File: src/verilog/mcr_pkg.sv
// Shared constants of the misc control register bank: register indexes,
// field positions, reset values and timing counts.
// Assumes a 100 MHz system clock and a 32-bit classic Wishbone host.
`default_nettype none
package mcr_pkg;
  // Clock and register indexes (byte address is four times the index)
  localparam int MCR_CLK_MHZ = 100;
  localparam logic [9:0] MCR_IDX_BUS_SPEED = 10'h210;
  localparam logic [9:0] MCR_IDX_EE_CTRL = 10'h212;
  localparam logic [9:0] MCR_IDX_SELFTEST = 10'h214;
  localparam logic [9:0] MCR_IDX_SOFT_RST = 10'h216;
  localparam logic [9:0] MCR_IDX_CAPS = 10'h218;
  localparam logic [9:0] MCR_IDX_PM_CTRL = 10'h220;
  // Field positions
  localparam int MCR_EE_SA_BIT = 4;
  localparam int MCR_EE_SI_BIT = 3;
  localparam int MCR_EE_SO_BIT = 2;
  localparam int MCR_EE_SK_BIT = 1;
  localparam int MCR_EE_CS_BIT = 0;
  localparam int MCR_TX_DONE_BIT = 12;
  localparam int MCR_TX_FAIL_BIT = 11;
  localparam int MCR_RX_DONE_BIT = 4;
  localparam int MCR_RX_FAIL_BIT = 3;
  localparam int MCR_SRST_BIT = 0;
  localparam int MCR_PM_EN_BIT = 8;
  localparam int MCR_PM_STS_BIT = 15;
  localparam int MCR_CAP_WAKE_D0_BIT = 11;
  // Reset values and capability masks
  localparam logic [1:0] MCR_SPEED_RST = 2'h3;
  localparam logic [15:0] MCR_CAP_RST = 16'h4000;
  localparam logic [15:0] MCR_CAP_LOAD_MASK = 16'h362f;
  localparam logic [2:0] MCR_DIV_125 = 3'h1;
  localparam logic [2:0] MCR_DIV_62P5 = 3'h2;
  localparam logic [2:0] MCR_DIV_41P66 = 3'h3;
  localparam logic [2:0] MCR_DIV_25 = 3'h5;
  // EEPROM read of the configuration word
  localparam int MCR_EE_SK_HALF_NS = 500;
  localparam int MCR_EE_SK_HALF_CYC =
    (MCR_EE_SK_HALF_NS * MCR_CLK_MHZ + 999) / 1000;
  localparam logic [8:0] MCR_EE_READ_CMD = 9'h186;
  localparam logic [4:0] MCR_EE_CMD_BITS = 5'h09;
  localparam logic [4:0] MCR_EE_LAST_BIT = 5'h18;
endpackage
`default_nettype wire

File: src/verilog/mcr_ee_loader.sv
// Serial EEPROM reader that fetches the configuration word once.
// Assumes a three-wire serial EEPROM and a synchronised data input.
`default_nettype none
module mcr_ee_loader
  import mcr_pkg::*;
#(
  parameter int HALF_CYC = MCR_EE_SK_HALF_CYC // 4 or more: pin and sync lag
) (
  // Clock, reset, enable
  input wire logic i_clk,
  input wire logic i_rst_n,
  input wire logic i_ce,
  // Control
  input wire logic i_start,
  output logic o_busy,
  output logic o_done,
  output logic [15:0] o_word,
  // EEPROM pins
  input wire logic i_serial_in,
  output logic o_select,
  output logic o_clock,
  output logic o_serial_out
);
  typedef enum logic [1:0] {MCR_LD_IDLE, MCR_LD_RUN, MCR_LD_END} mcr_ld_t;
  mcr_ld_t state_r;
  logic [15:0] cnt_r;
  logic [4:0] idx_r;
  logic [8:0] cmd_r;
  logic tick;

  // End of one half period of the serial clock
  assign tick = (cnt_r == 16'(HALF_CYC - 1));
  assign o_busy = (state_r != MCR_LD_IDLE);
  assign o_done = (state_r == MCR_LD_END);

  // Sequencer: command bits out, then sixteen data bits in
  always_ff @(posedge i_clk or negedge i_rst_n) begin
    if (!i_rst_n) begin
      state_r <= MCR_LD_IDLE;
      cnt_r <= 16'h0000;
      idx_r <= 5'h00;
      cmd_r <= 9'h000;
      o_select <= 1'b0;
      o_clock <= 1'b0;
      o_serial_out <= 1'b0;
    end else if (i_ce) begin
      case (state_r)
        MCR_LD_IDLE: begin
          if (i_start) begin
            state_r <= MCR_LD_RUN;
            cnt_r <= 16'h0000;
            idx_r <= 5'h00;
            o_select <= 1'b1;
            o_serial_out <= MCR_EE_READ_CMD[8];
            cmd_r <= {MCR_EE_READ_CMD[7:0], 1'b0};
          end
        end
        MCR_LD_RUN: begin
          cnt_r <= tick ? 16'h0000 : cnt_r + 16'h0001;
          if (tick && !o_clock) begin
            o_clock <= 1'b1;
          end else if (tick) begin
            o_clock <= 1'b0;
            o_serial_out <= cmd_r[8];
            cmd_r <= {cmd_r[7:0], 1'b0};
            idx_r <= idx_r + 5'h01;
            if (idx_r == MCR_EE_LAST_BIT) begin
              state_r <= MCR_LD_END;
              o_select <= 1'b0;
            end
          end
        end
        MCR_LD_END: state_r <= MCR_LD_IDLE;
        default: state_r <= MCR_LD_IDLE;
      endcase
    end
  end

  // Data bits are taken at the end of each high phase
  always_ff @(posedge i_clk or negedge i_rst_n) begin
    if (!i_rst_n) begin
      o_word <= 16'h0000;
    end else if (i_ce && state_r == MCR_LD_RUN && tick && o_clock &&
                 idx_r >= MCR_EE_CMD_BITS) begin
      o_word <= {o_word[14:0], i_serial_in};
    end
  end
endmodule
`default_nettype wire

File: src/verilog/mcr_misc_ctrl.sv
// Misc control register bank: bus speed, EEPROM pin port, self test
// flags, soft reset, power capabilities and wake event output.
// Assumes a classic Wishbone master and memory self test logic on the
// same clock; EEPROM pins and the strap come from outside.
//
// Design decision made here: the Wishbone register port.
`default_nettype none
module mcr_misc_ctrl
  import mcr_pkg::*;
#(
  parameter int ADDR_W = 12,
  parameter int EE_HALF_CYC = MCR_EE_SK_HALF_CYC
) (
  // Clock, reset, enable
  input wire logic i_mclk,
  input wire logic i_rst_n,
  input wire logic i_ce,
  // Wishbone slave
  input wire logic i_wb_cyc,
  input wire logic i_wb_stb,
  input wire logic i_wb_we,
  input wire logic [ADDR_W-1:0] i_wb_adr,
  input wire logic [3:0] i_wb_sel,
  input wire logic [31:0] i_wb_dat,
  output logic [31:0] o_wb_dat,
  output logic o_wb_ack,
  // EEPROM pins and strap
  input wire logic i_eeprom_present_strap,
  input wire logic i_eeprom_serial_in,
  output logic o_eeprom_serial_out,
  output logic o_eeprom_serial_clock,
  output logic o_eeprom_select,
  // Memory self test
  input wire logic i_tx_selftest_done,
  input wire logic i_tx_selftest_fail,
  input wire logic i_rx_selftest_done,
  input wire logic i_rx_selftest_fail,
  output logic o_selftest_start,
  // Wake event
  input wire logic i_wake_request,
  output logic o_wake_event_out,
  output logic o_wake_event_oe_n,
  // Device control
  output logic [1:0] o_bus_speed_sel,
  output logic [2:0] o_bus_clk_div,
  output logic o_soft_reset,
  output logic [15:0] o_config_caps_mirror
);
  logic [1:0] rst_sync_r;
  logic rst_n;
  logic [1:0] strap_sync_r;
  logic [1:0] si_sync_r;
  logic strap_r;
  logic [1:0] boot_cnt_r;
  logic boot_go;
  logic [1:0] speed_r;
  logic ee_sa_r;
  logic ee_so_r;
  logic ee_sk_r;
  logic ee_cs_r;
  logic srst_r;
  logic tx_done_r;
  logic tx_fail_r;
  logic rx_done_r;
  logic rx_fail_r;
  logic [15:0] cap_r;
  logic [1:0] pm_state_r;
  logic pm_en_r;
  logic pm_sts_r;
  logic ack_r;
  logic req;
  logic wr_go;
  logic rd_go;
  logic [9:0] idx;
  logic [15:0] wdat;
  logic [15:0] rd_mux;
  logic ld_busy;
  logic ld_done;
  logic [15:0] ld_word;
  logic ld_cs;
  logic ld_sk;
  logic ld_so;
  logic wake_allow;

  // Reset release through two flip-flops
  always_ff @(posedge i_mclk or negedge i_rst_n) begin
    if (!i_rst_n) begin
      rst_sync_r <= 2'h0;
    end else begin
      rst_sync_r <= {rst_sync_r[0], 1'b1};
    end
  end
  assign rst_n = rst_sync_r[1];

  // Pin inputs pass two flip-flops
  always_ff @(posedge i_mclk or negedge rst_n) begin
    if (!rst_n) begin
      strap_sync_r <= 2'h0;
      si_sync_r <= 2'h0;
    end else if (i_ce) begin
      strap_sync_r <= {strap_sync_r[0], i_eeprom_present_strap};
      si_sync_r <= {si_sync_r[0], i_eeprom_serial_in};
    end
  end

  // Startup: wait for the synchronisers, then catch the strap once
  always_ff @(posedge i_mclk or negedge rst_n) begin
    if (!rst_n) begin
      boot_cnt_r <= 2'h0;
      strap_r <= 1'b0;
    end else if (i_ce && boot_cnt_r != 2'h3) begin
      boot_cnt_r <= boot_cnt_r + 2'h1;
      if (boot_cnt_r == 2'h2) begin
        strap_r <= strap_sync_r[1];
      end
    end
  end
  assign boot_go = i_ce && (boot_cnt_r == 2'h2);

  // Self test kicked off once after hardware reset
  always_ff @(posedge i_mclk or negedge rst_n) begin
    if (!rst_n) begin
      o_selftest_start <= 1'b0;
    end else if (i_ce) begin
      o_selftest_start <= boot_go;
    end
  end

  // Wishbone decode; one wait state, unmapped reads give zero
  assign req = i_wb_cyc && i_wb_stb && !ack_r;
  assign wr_go = i_ce && req && i_wb_we;
  assign rd_go = i_ce && req && !i_wb_we;
  assign idx = i_wb_adr[ADDR_W-1:2];
  assign o_wb_ack = ack_r;

  // Byte lanes 0 and 1 carry the 16-bit registers
  always_comb begin
    wdat = 16'h0000;
    if (i_wb_sel[0]) begin
      wdat[7:0] = i_wb_dat[7:0];
    end
    if (i_wb_sel[1]) begin
      wdat[15:8] = i_wb_dat[15:8];
    end
  end

  // Acknowledge one cycle after the request
  always_ff @(posedge i_mclk or negedge rst_n) begin
    if (!rst_n) begin
      ack_r <= 1'b0;
    end else if (i_ce) begin
      ack_r <= req;
    end
  end

  // Bus speed select, back to default under soft reset
  always_ff @(posedge i_mclk or negedge rst_n) begin
    if (!rst_n) begin
      speed_r <= MCR_SPEED_RST;
    end else if (i_ce) begin
      if (srst_r) begin
        speed_r <= MCR_SPEED_RST;
      end else if (wr_go && idx == MCR_IDX_BUS_SPEED && i_wb_sel[0]) begin
        speed_r <= wdat[1:0];
      end
    end
  end

  // Speed code to bus clock divider of the 125 MHz source
  always_ff @(posedge i_mclk or negedge rst_n) begin
    if (!rst_n) begin
      o_bus_clk_div <= MCR_DIV_25;
    end else if (i_ce) begin
      case (speed_r)
        2'h0: o_bus_clk_div <= MCR_DIV_125;
        2'h1: o_bus_clk_div <= MCR_DIV_62P5;
        2'h2: o_bus_clk_div <= MCR_DIV_41P66;
        default: o_bus_clk_div <= MCR_DIV_25;
      endcase
    end
  end
  assign o_bus_speed_sel = speed_r;

  // EEPROM control bits, defaulted under soft reset
  always_ff @(posedge i_mclk or negedge rst_n) begin
    if (!rst_n) begin
      ee_sa_r <= 1'b0;
      ee_so_r <= 1'b0;
      ee_sk_r <= 1'b0;
      ee_cs_r <= 1'b0;
    end else if (i_ce) begin
      if (srst_r) begin
        ee_sa_r <= 1'b0;
        ee_so_r <= 1'b0;
        ee_sk_r <= 1'b0;
        ee_cs_r <= 1'b0;
      end else if (wr_go && idx == MCR_IDX_EE_CTRL && i_wb_sel[0]) begin
        ee_sa_r <= wdat[MCR_EE_SA_BIT];
        ee_so_r <= wdat[MCR_EE_SO_BIT];
        ee_sk_r <= wdat[MCR_EE_SK_BIT];
        ee_cs_r <= wdat[MCR_EE_CS_BIT];
      end
    end
  end

  // Configuration word reader, started once when the strap is high
  mcr_ee_loader #(
    .HALF_CYC(EE_HALF_CYC)
  ) u_loader (
    .i_clk(i_mclk),
    .i_rst_n(rst_n),
    .i_ce(i_ce),
    .i_start(boot_go && strap_sync_r[1]),
    .o_busy(ld_busy),
    .o_done(ld_done),
    .o_word(ld_word),
    .i_serial_in(si_sync_r[1]),
    .o_select(ld_cs),
    .o_clock(ld_sk),
    .o_serial_out(ld_so)
  );

  // EEPROM pins: loader first, then software, idle low otherwise
  always_ff @(posedge i_mclk or negedge rst_n) begin
    if (!rst_n) begin
      o_eeprom_select <= 1'b0;
      o_eeprom_serial_clock <= 1'b0;
      o_eeprom_serial_out <= 1'b0;
    end else if (i_ce) begin
      if (ld_busy) begin
        o_eeprom_select <= ld_cs;
        o_eeprom_serial_clock <= ld_sk;
        o_eeprom_serial_out <= ld_so;
      end else if (strap_r && ee_sa_r) begin
        o_eeprom_select <= ee_cs_r;
        o_eeprom_serial_clock <= ee_sk_r;
        o_eeprom_serial_out <= ee_so_r;
      end else begin
        o_eeprom_select <= 1'b0;
        o_eeprom_serial_clock <= 1'b0;
        o_eeprom_serial_out <= 1'b0;
      end
    end
  end

  // Self test flags: sticky until the next hardware reset
  always_ff @(posedge i_mclk or negedge rst_n) begin
    if (!rst_n) begin
      tx_done_r <= 1'b0;
      tx_fail_r <= 1'b0;
      rx_done_r <= 1'b0;
      rx_fail_r <= 1'b0;
    end else if (i_ce) begin
      tx_done_r <= tx_done_r | i_tx_selftest_done;
      tx_fail_r <= tx_fail_r | i_tx_selftest_fail;
      rx_done_r <= rx_done_r | i_rx_selftest_done;
      rx_fail_r <= rx_fail_r | i_rx_selftest_fail;
    end
  end

  // Soft reset bit: held until software writes zero
  always_ff @(posedge i_mclk or negedge rst_n) begin
    if (!rst_n) begin
      srst_r <= 1'b0;
    end else if (i_ce && wr_go && idx == MCR_IDX_SOFT_RST &&
                 i_wb_sel[0]) begin
      srst_r <= wdat[MCR_SRST_BIT];
    end
  end
  assign o_soft_reset = srst_r;

  // Capabilities: fixed bits plus loaded bits, never bus-written
  always_ff @(posedge i_mclk or negedge rst_n) begin
    if (!rst_n) begin
      cap_r <= MCR_CAP_RST;
    end else if (i_ce && ld_done) begin
      cap_r <= (ld_word & MCR_CAP_LOAD_MASK) | MCR_CAP_RST;
    end
  end

  // Mirror into the configuration identifier upper half
  always_ff @(posedge i_mclk or negedge rst_n) begin
    if (!rst_n) begin
      o_config_caps_mirror <= MCR_CAP_RST;
    end else if (i_ce) begin
      o_config_caps_mirror <= cap_r;
    end
  end

  // Power control: state and wake enable, kept through soft reset
  always_ff @(posedge i_mclk or negedge rst_n) begin
    if (!rst_n) begin
      pm_state_r <= 2'h0;
      pm_en_r <= 1'b0;
    end else if (i_ce && wr_go && idx == MCR_IDX_PM_CTRL) begin
      if (i_wb_sel[0]) begin
        pm_state_r <= wdat[1:0];
      end
      if (i_wb_sel[1]) begin
        pm_en_r <= wdat[MCR_PM_EN_BIT];
      end
    end
  end

  // Wake status: set by a request, write one clears, set wins
  always_ff @(posedge i_mclk or negedge rst_n) begin
    if (!rst_n) begin
      pm_sts_r <= 1'b0;
    end else if (i_ce) begin
      if (i_wake_request) begin
        pm_sts_r <= 1'b1;
      end else if (wr_go && idx == MCR_IDX_PM_CTRL && i_wb_sel[1] &&
                   wdat[MCR_PM_STS_BIT]) begin
        pm_sts_r <= 1'b0;
      end
    end
  end

  // Capability bit of the present power state allows the wake pin
  assign wake_allow = cap_r[MCR_CAP_WAKE_D0_BIT + int'(pm_state_r)];

  // Open-drain wake output, pulled low while asserted
  always_ff @(posedge i_mclk or negedge rst_n) begin
    if (!rst_n) begin
      o_wake_event_oe_n <= 1'b1;
    end else if (i_ce) begin
      o_wake_event_oe_n <= !(pm_sts_r && pm_en_r && wake_allow);
    end
  end
  assign o_wake_event_out = 1'b0;

  // Read multiplexer
  always_comb begin
    rd_mux = 16'h0000;
    case (idx)
      MCR_IDX_BUS_SPEED: rd_mux[1:0] = speed_r;
      MCR_IDX_EE_CTRL: begin
        rd_mux[MCR_EE_SA_BIT] = ee_sa_r;
        rd_mux[MCR_EE_SI_BIT] = si_sync_r[1];
        rd_mux[MCR_EE_SO_BIT] = ee_so_r;
        rd_mux[MCR_EE_SK_BIT] = ee_sk_r;
        rd_mux[MCR_EE_CS_BIT] = ee_cs_r;
      end
      MCR_IDX_SELFTEST: begin
        rd_mux[MCR_TX_DONE_BIT] = tx_done_r;
        rd_mux[MCR_TX_FAIL_BIT] = tx_fail_r;
        rd_mux[MCR_RX_DONE_BIT] = rx_done_r;
        rd_mux[MCR_RX_FAIL_BIT] = rx_fail_r;
      end
      MCR_IDX_SOFT_RST: rd_mux[MCR_SRST_BIT] = srst_r;
      MCR_IDX_CAPS: rd_mux = cap_r;
      MCR_IDX_PM_CTRL: begin
        rd_mux[1:0] = pm_state_r;
        rd_mux[MCR_PM_EN_BIT] = pm_en_r;
        rd_mux[MCR_PM_STS_BIT] = pm_sts_r;
      end
      default: rd_mux = 16'h0000;
    endcase
  end

  // Read data captured with the acknowledge
  always_ff @(posedge i_mclk or negedge rst_n) begin
    if (!rst_n) begin
      o_wb_dat <= 32'h0000_0000;
    end else if (rd_go) begin
      o_wb_dat <= {16'h0000, rd_mux};
    end
  end
endmodule
`default_nettype wire

File: config.mk
export PLATFORM = sky130hd
export DESIGN_NAME = mcr_misc_ctrl
export DESIGN_NICKNAME = d
export VERILOG_FILES = /design/src/verilog/mcr_pkg.sv /design/src/verilog/mcr_ee_loader.sv /design/src/verilog/mcr_misc_ctrl.sv
export SDC_FILE = /design/constraint.sdc
export NUM_CORES = 1
export LEC_CHECK = 0
export BUFFER_PORTS_ARGS = -buffer_cell sky130_fd_sc_hd__buf_4
export CORE_MARGIN = 2
export CORE_UTILIZATION = 46
export DETAILED_ROUTE_END_ITERATION = 12
export PLACE_DENSITY = 0.7
export SETUP_SLACK_MARGIN = 0.15
export SLEW_MARGIN = 20
export SYNTH_ARGS = -nofsm -noshare
export SYNTH_HDL_FRONTEND = slang
export SYNTH_SLANG_ARGS = --single-unit
File: constraint.sdc
create_clock -name i_mclk -period 4.5 [get_ports i_mclk]
set_clock_uncertainty 0.1 [all_clocks]
set_input_delay 0.45 -clock i_mclk [delete_from_list [all_inputs] [get_ports i_mclk]]
set_output_delay 0.45 -clock i_mclk [all_outputs]
set_load 0.03 [all_outputs]
==> results_tabular.tex, run 1 <==
\begin{tabular}{lr}
\hline
Metric & Value \\
\hline
\multicolumn{2}{l}{\textbf{Setup path}} \\
Worst-path fanout max & 16 \\
Kind of start point of the critical path & register \\
Critical path capture point type & register \\
WP data required & 4630 ps \\
Type of the worst setup path & register to register \\
Worst Path Arrival & 2980 ps \\
Crit path from & u\_loader.cnt\_r[1] \\
RR Startpoint & u\_loader.cnt\_r[1] \\
\multicolumn{2}{l}{\textbf{Floorplan}} \\
Number of standard-cell rows in the floorplan & 40 \\
Total Die Area & roughly 13000 um2 \\
Die outline width & 113.6 um \\
Starting density of the core & a little under half \\
Core area & between 10000 and 15000 um2 \\
IO Pins & 122 \\
Height of the die & about 110 um \\
\multicolumn{2}{l}{\textbf{Drt}} \\
\# DRC & 0 \\
Detailed-route via count & around 3900 \\
Via-per-instance ratio & roughly 5.5 \\
Aggregate routed wire length & between 10 and 15 mm \\
Length of the first detailed-routing pass in iterations & 4 \\
DRT antenna net count & 0 \\
Avg WL per Cell & 16.36 um \\
First-iteration detailed-routing DRC count & 170 \\
\multicolumn{2}{l}{\textbf{Yosys}} \\
Yosys synthesis warning count & 0 \\
Area of the mapped netlist & 5527 um2 \\
Average size of a mapped cell & $\sim$11 um2 \\
Sequential fraction of the synthesis area & between 50\% and 60\% \\
Total of flip-flops plus latches after synthesis & 112 \\
Synth unique cells & 75 \\
Async set-reset flop share out of synthesis & between 90\% and 100\% \\
Mapped Cells & 494 \\
Number of synthesized flops with an enable pin & 0 \\
Prevailing post-synth register cell & dfrtp\_1 \\
\multicolumn{2}{l}{\textbf{Place}} \\
Port buffer count & 65 \\
Final GP Congestion & 0.8316 \\
Setup WS pre-CTS & roughly 1500 ps \\
Placed wire-length estimate & $\sim$8 mm \\
\multicolumn{2}{l}{\textbf{GRT}} \\
Wire length of the first global-routing pass & 19.34 mm \\
Overall Global Routing Usage & about a fifth \\
Maximum number of pins on one net before global-route repair & between 80 and 90 \\
Number of antenna violations at the first check in global routing & 0 \\
Via count of the first global-routing pass & 3950 \\
Remaining Overflow, GRT & 0 \\
\multicolumn{2}{l}{\textbf{Power and ir drop}} \\
Internal power of the cells & 1641 uW \\
Clock share of power & between 30\% and 40\% \\
Net Sw Power & around 600 uW \\
Comb pwr share & $\sim$14\% \\
Leakage power total & between 0.003 and 0.004 uW \\
Sequential group share of total power & roughly half \\
Power density cells & between 300 and 400 nW/um2 \\
VDD IR-drop max & between 0.15 and 0.2 mV \\
Net Sw Frac & 26.86\% \\
\multicolumn{2}{l}{\textbf{Layout}} \\
Fraction of final layout cells sized beyond drive strength 1 & approximately a quarter \\
Most common cell after layout, fill and taps aside & dfrtp\_1 \\
Final \#Nets & 622 \\
Area grow syn2layout & 14.65\% \\
Highest-count cells in the layout ignoring fill and taps & 106 x dfrtp\_1, 66 x buf\_4, 31 x mux2\_2 \\
Final antenna diode count & 0 \\
\multicolumn{2}{l}{\textbf{Hold path}} \\
Kind of path behind the tightest hold check & register to async pin \\
\multicolumn{2}{l}{\textbf{Run status}} \\
Run status & finished, final reports clean \\
\multicolumn{2}{l}{\textbf{Clock tree}} \\
CTS tree & yes \\
Root Buffer Master & clkbuf\_16 \\
Clk buf depth & 2 \\
Number of clock buffers inserted by TritonCTS & 9 \\
CTS H-tree depth & 3 \\
CTS-repair resized insts & 0 \\
CTS Hold Buffers Added & 1 \\
Insertion delay of the later-clocked pin in the worst-skew pair & 340 ps \\
Clock net sink count & between 100 and 150 \\
Setup Fix Bufs, Post-CTS & 0 \\
CTS clk-pin slew, worst paths & approximately 70 ps \\
\multicolumn{2}{l}{\textbf{Timing}} \\
Final Cycle Share & 63.27\% \\
TNS Setup & 0 ps \\
Shortest period the worst path allows & 2847 ps \\
Final setup margin & 1653 ps \\
Transition time at the pin with the least slew margin & around 800 ps \\
Number of failing setup endpoints in the final timing report & 0 \\
Fin. max-slew vios & 0 \\
Fmax & between 300 and 400 MHz \\
Number of hold-slack violations in the final timing report & 0 \\
Unrepaired setup endpoints after global routing & no \\
Relative slew slack & about 46\% \\
\multicolumn{2}{l}{\textbf{Flow run}} \\
Number of max-capacitance violations reported & 0 \\
\hline
\end{tabular}
path summary, 6_finish.rpt:
check,slack (ps),endpoint,depth (start not counted)
min in group i_mclk,200,tx_done_r,2
max in group asynchronous,3430,u_loader.cmd_r[6],1
worst min register to register,150,strap_sync_r[0],0
worst max register to register,1650,u_loader.o_word[9],6
worst min-delay path,150,strap_sync_r[0],0
worst max-delay path,1650,u_loader.o_word[9],6
cell families after synthesis:
| logic type | after synthesis | synth area share, % |
|---|---|---|
| buffers and inverters | 75 | 7.267 |
| DFF | 112 | 50.83 |
| and+or+nand+nor | 139 | 15.71 |
| xor gates and xnor gates | 4 | 0.6340 |
| adders and majority gates | 10 | 2.264 |
| AOI/OAI and AO/OA | 105 | 13.63 |
| other | 2 | 0.1359 |
| muxes | 47 | 9.531 |
power by group through the flow:
| stage | combinational [uW] | sequential [uW] | clock (uW) |
|---|---|---|---|
| final | 305 | 1150 | 788 |
| after global routing | 344 | 1160 | 850 |
| after CTS | 294 | 1160 | 809 |
| after detailed placement | 292 | 1180 | 0 |
| after global placement | 280 | 1180 | 0 |
| after floorplan | 206 | 1180 | 0 |
Yosys cell counts (6+ instances only):
cell type | instances | area (um2)
a21oi_1 | 16 | 80.08
nand2b_1 | 13 | 81.33
buf_4 | 26 | 195.2
mux2_1 | 10 | 112.6
o21ai_0 | 13 | 65.06
a31oi_1 | 16 | 100.1
dfrtp_1 | 107 | 2678
inv_1 | 28 | 105.1
a22o_1 | 6 | 52.55
and3_1 | 10 | 62.56
a21o_1 | 6 | 45.04
nor2_1 | 18 | 67.56
o31ai_1 | 6 | 45.04
nand2_1 | 29 | 108.9
nand4_1 | 8 | 50.05
ha_1 | 10 | 125.1
buf_2 | 6 | 30.03
mux2_2 | 31 | 349.1
clkbuf_1 | 8 | 30.03
a311o_1 | 6 | 60.06
nand3_1 | 10 | 50.05
worst max-delay path: stages (launching register included):
cell     delay, ps
dfrtp_1        400
inv_1           80
ha_1           140
nor3b_1        380
nand4_2        470
nor3_4         760
mux2_2         410
routing by layer:
metal	track usage (%)	wire (um)	vias to the layer above
li1	-	-	1852
met1	23.80	5009	1930
met2	30.74	5706	92
met3	5.579	610	17
met4	6.260	174	0
met5	0	0	-
cell type report:
cell class / count / area [um2]
Sequential cell: 112 / 2813
Clock buffer: 12 / 236.5
Timing Repair Buffer: 68 / 533.0
Inverter: 28 / 105.1
Tap cell: 147 / 183.9
Clock inverter: 4 / 55.05
Fill cell: 1030 / 5525
Multi-Input combinational cell: 332 / 2410
sequential cells by signal, summed over array words and instances (netlist names), 2 cells and up:
signal,cells
strap_sync_r,2
boot_cnt_r,2
o_wb_dat,14
u_loader.idx_r,5
si_sync_r,2
cap_r,9
o_bus_clk_div,3
rst_sync_r,2
o_bus_speed_sel,2
pm_state_r,2
u_loader.cnt_r,16
u_loader.cmd_r,7
u_loader.state_r,2
o_config_caps_mirror,9
u_loader.o_word,14
stage by stage:
| stage | power (uW) | instance area, um2 | std cells | utilization [%] | hold slack, ps |
|---|---|---|---|---|---|
| 2_1_floorplan | 1389 | 5620 | 519 | - | 54.41 |
| 3_3_place_gp | 1455 | 6007 | 685 | 50.64 | 132.7 |
| 3_5_place_dp | 1470 | 6007 | 685 | 50.64 | 133.6 |
| 4_1_cts | 2263 | 6309 | 702 | 53.19 | 185.5 |
| 5_1_grt | 2358 | 6336 | 703 | 53.42 | 180.7 |
| 6_report | 2244 | 6336 | 703 | 53.42 | 147.2 |
Note: power is estimated with default switching activity, not from simulation.
==> inputs of run 2 (changes only) <==
- PLACE_DENSITY: 0.7 -> 0.73
- clock period: 4.5 -> 2.6 ns (I/O delays scaled with it)
==> results_tabular.tex, run 2 (synthesis results as in run 1) <==
\begin{tabular}{lr}
\hline
Metric & Value \\
\hline
\multicolumn{2}{l}{\textbf{GRT}} \\
Overall Global Routing Usage & 19.27\% (+0.57 points) \\
Remaining Overflow, GRT & 0 (unchanged) \\
Wire length of the first global-routing pass & 19.58 mm (+1.3\%) \\
Maximum number of pins on one net before global-route repair & 46 (-44\%) \\
Number of antenna violations at the first check in global routing & 0 (unchanged) \\
Via count of the first global-routing pass & 3969 (+0.48\%) \\
\multicolumn{2}{l}{\textbf{Floorplan}} \\
Number of standard-cell rows in the floorplan & 40 (unchanged) \\
IO Pins & 122 (unchanged) \\
Core area & 11860 um2 (unchanged) \\
Starting density of the core & 46.59\% (unchanged) \\
Die outline width & 113.6 um (unchanged) \\
Height of the die & 113.6 um (unchanged) \\
Total Die Area & 12910 um2 (unchanged) \\
\multicolumn{2}{l}{\textbf{Power and ir drop}} \\
VDD IR-drop max & 0.4975 mV (+160\%) \\
Leakage power total & 0.003111 uW (+1.5\%) \\
Power density cells & 612.3 nW/um2 (+73\%) \\
\multicolumn{2}{l}{\textbf{Place}} \\
Area after detailed placement & 6087 um2 (+1.3\%) \\
Setup WS pre-CTS & 294.5 ps (-1232 ps) \\
Port buffer count & 65 (unchanged) \\
Placed wire-length estimate & 8.312 mm (+4.4\%) \\
Final GP Congestion & 0.8832 (+6.2\%) \\
\multicolumn{2}{l}{\textbf{Clock tree}} \\
CTS clk-pin slew, worst paths & 70 ps (about the same) \\
Insertion delay of the later-clocked pin in the worst-skew pair & 360 ps (+20 ps) \\
Clock net sink count & 112 (unchanged) \\
CTS tree & yes \\
Number of clock buffers inserted by TritonCTS & 9 (unchanged) \\
CTS H-tree depth & 3 (unchanged) \\
Clk buf depth & 2 (unchanged) \\
Root Buffer Master & clkbuf\_16 \\
\multicolumn{2}{l}{\textbf{Drt}} \\
Avg WL per Cell & 16.39 um (+0.16\%) \\
DRT antenna net count & 0 (unchanged) \\
Aggregate routed wire length & 11.70 mm (+1.7\%) \\
\# DRC & 0 (unchanged) \\
Detailed-route via count & 4037 (+3.8\%) \\
First-iteration detailed-routing DRC count & 195 (+15\%) \\
Length of the first detailed-routing pass in iterations & 4 (unchanged) \\
Via-per-instance ratio & 5.654 (+2.2\%) \\
\multicolumn{2}{l}{\textbf{Setup path}} \\
Register-to-Register Path Depth & 7 (+1) \\
Type of the worst setup path & register to register \\
Critical path capture point type & register \\
Worst-path fanout max & 14 (-2) \\
Kind of start point of the critical path & register \\
Crit path from & u\_loader.cnt\_r[1] \\
WP data required & 2740 ps (-1890 ps) \\
Worst Path Arrival & 2440 ps (-540 ps) \\
RR Startpoint & u\_loader.cnt\_r[1] \\
\multicolumn{2}{l}{\textbf{Layout}} \\
Largest register by flop count & u\_loader.cnt\_r \\
Largest registers & u\_loader.cnt\_r (16), o\_wb\_dat (14), u\_loader.o\_word (14) \\
Final antenna diode count & 0 (unchanged) \\
Most common cell after layout, fill and taps aside & dfrtp\_1 \\
Highest-count cells in the layout ignoring fill and taps & 106 x dfrtp\_1, 74 x buf\_4, 31 x mux2\_2 \\
Area grow syn2layout & 16.28\% \\
Design area & 6426 um2 (+1.4\%) \\
Area occupied by multi-input gates & 2410 um2 (unchanged) \\
Final \#Nets & 633 (+1.8\%) \\
Sequential standard cell area & 2813 um2 (unchanged) \\
Max reg flops & 16 (unchanged) \\
Fraction of final layout cells sized beyond drive strength 1 & 25.93\% (+1.1 points) \\
Fill count & 1028 (-0.19\%) \\
\multicolumn{2}{l}{\textbf{Timing}} \\
Unrepaired setup endpoints after global routing & no \\
Final Cycle Share & 88.63\% (+25 points) \\
Number of failing setup endpoints in the final timing report & 0 (unchanged) \\
Transition time at the pin with the least slew margin & 604.5 ps (-200.2 ps) \\
Number of hold-slack violations in the final timing report & 0 (unchanged) \\
Shortest period the worst path allows & 2304 ps (-542.8 ps) \\
Relative slew slack & 59.40\% (+13 points) \\
Fin. max-slew vios & 0 (unchanged) \\
TNS Setup & 0 ps (unchanged) \\
Final setup margin & 295.7 ps (-1357 ps) \\
Fmax & 434.0 MHz (+24\%) \\
\multicolumn{2}{l}{\textbf{Flow run}} \\
Number of max-capacitance violations reported & 0 (unchanged) \\
\multicolumn{2}{l}{\textbf{Hold path}} \\
Cell depth of the worst hold path & 2 \\
Worst Min Path Start & i\_rx\_selftest\_done \\
Kind of path behind the tightest hold check & input pin to register \\
\multicolumn{2}{l}{\textbf{Run status}} \\
Run status & finished, final reports clean \\
\hline
\end{tabular}
-- run 2: final cells by class --
cell class | count | share of cell area (%)
inverter | 28 | 1.636
multi-input combinational | 332 | 37.50
sequential | 112 | 43.77
clock buffer | 11 | 3.621
timing repair buffer | 79 | 9.579
clock inverter | 5 | 1.032
tap | 147 | 2.862
-- run 2: path summary, 6_finish.rpt --
kind / to / slack [ps]
setup reg to reg: u_loader.o_word[7] / 300
min in group asynchronous: rst_sync_r[1] / 110
max in group asynchronous: o_wake_event_oe_n / 1440
hold / removal: rx_done_r / 10
hold reg to reg: u_loader.o_word[5] / 230
setup / recovery: u_loader.o_word[7] / 300
-- run 2: per-layer routing --
layer  GRT usage (%)  part of all wire [%]  vias to the layer above
met5               0                     0                        -
li1                -                     -                     1888
met2           31.06                    49                      117
met4           6.098                   1.8                        0
met1           24.90                    44                     2014
met3           6.270                   5.8                       18
-- run 2: critical path, cell delays in order (launching register included) --
cell,delay (ps)
dfrtp_1,400
inv_1,80
ha_1,140
nor3b_1,390
nand4_2,210
nor3_4,240
buf_4,260
mux2_2,370
-- run 2: power by group --
group          total [uW]  internal, uW  switching (uW)  leakage, uW
logic                 532           217             315      0.00156
registers            2000          1870             123      0.00141
clock network        1410           761             645     0.000142
total                3930          2850            1080      0.00311
-- run 2: what timing repair did --
action	CTS	global route
hold endpoints to repair	5	0
hold buffers	4	0
setup buffers	0	0
resized for setup	0	0
-- run 2: stage by stage --
step	util, %	instances	hold WS, ps	power [uW]
after detailed placement	51.32	694	-57.20	2558
after CTS	54.18	714	3.049	3969
after global routing	54.18	714	3.815	4139
final	54.18	714	14.12	3935
after global placement	51.32	694	-57.36	2528
after floorplan	-	519	-135.6	2404
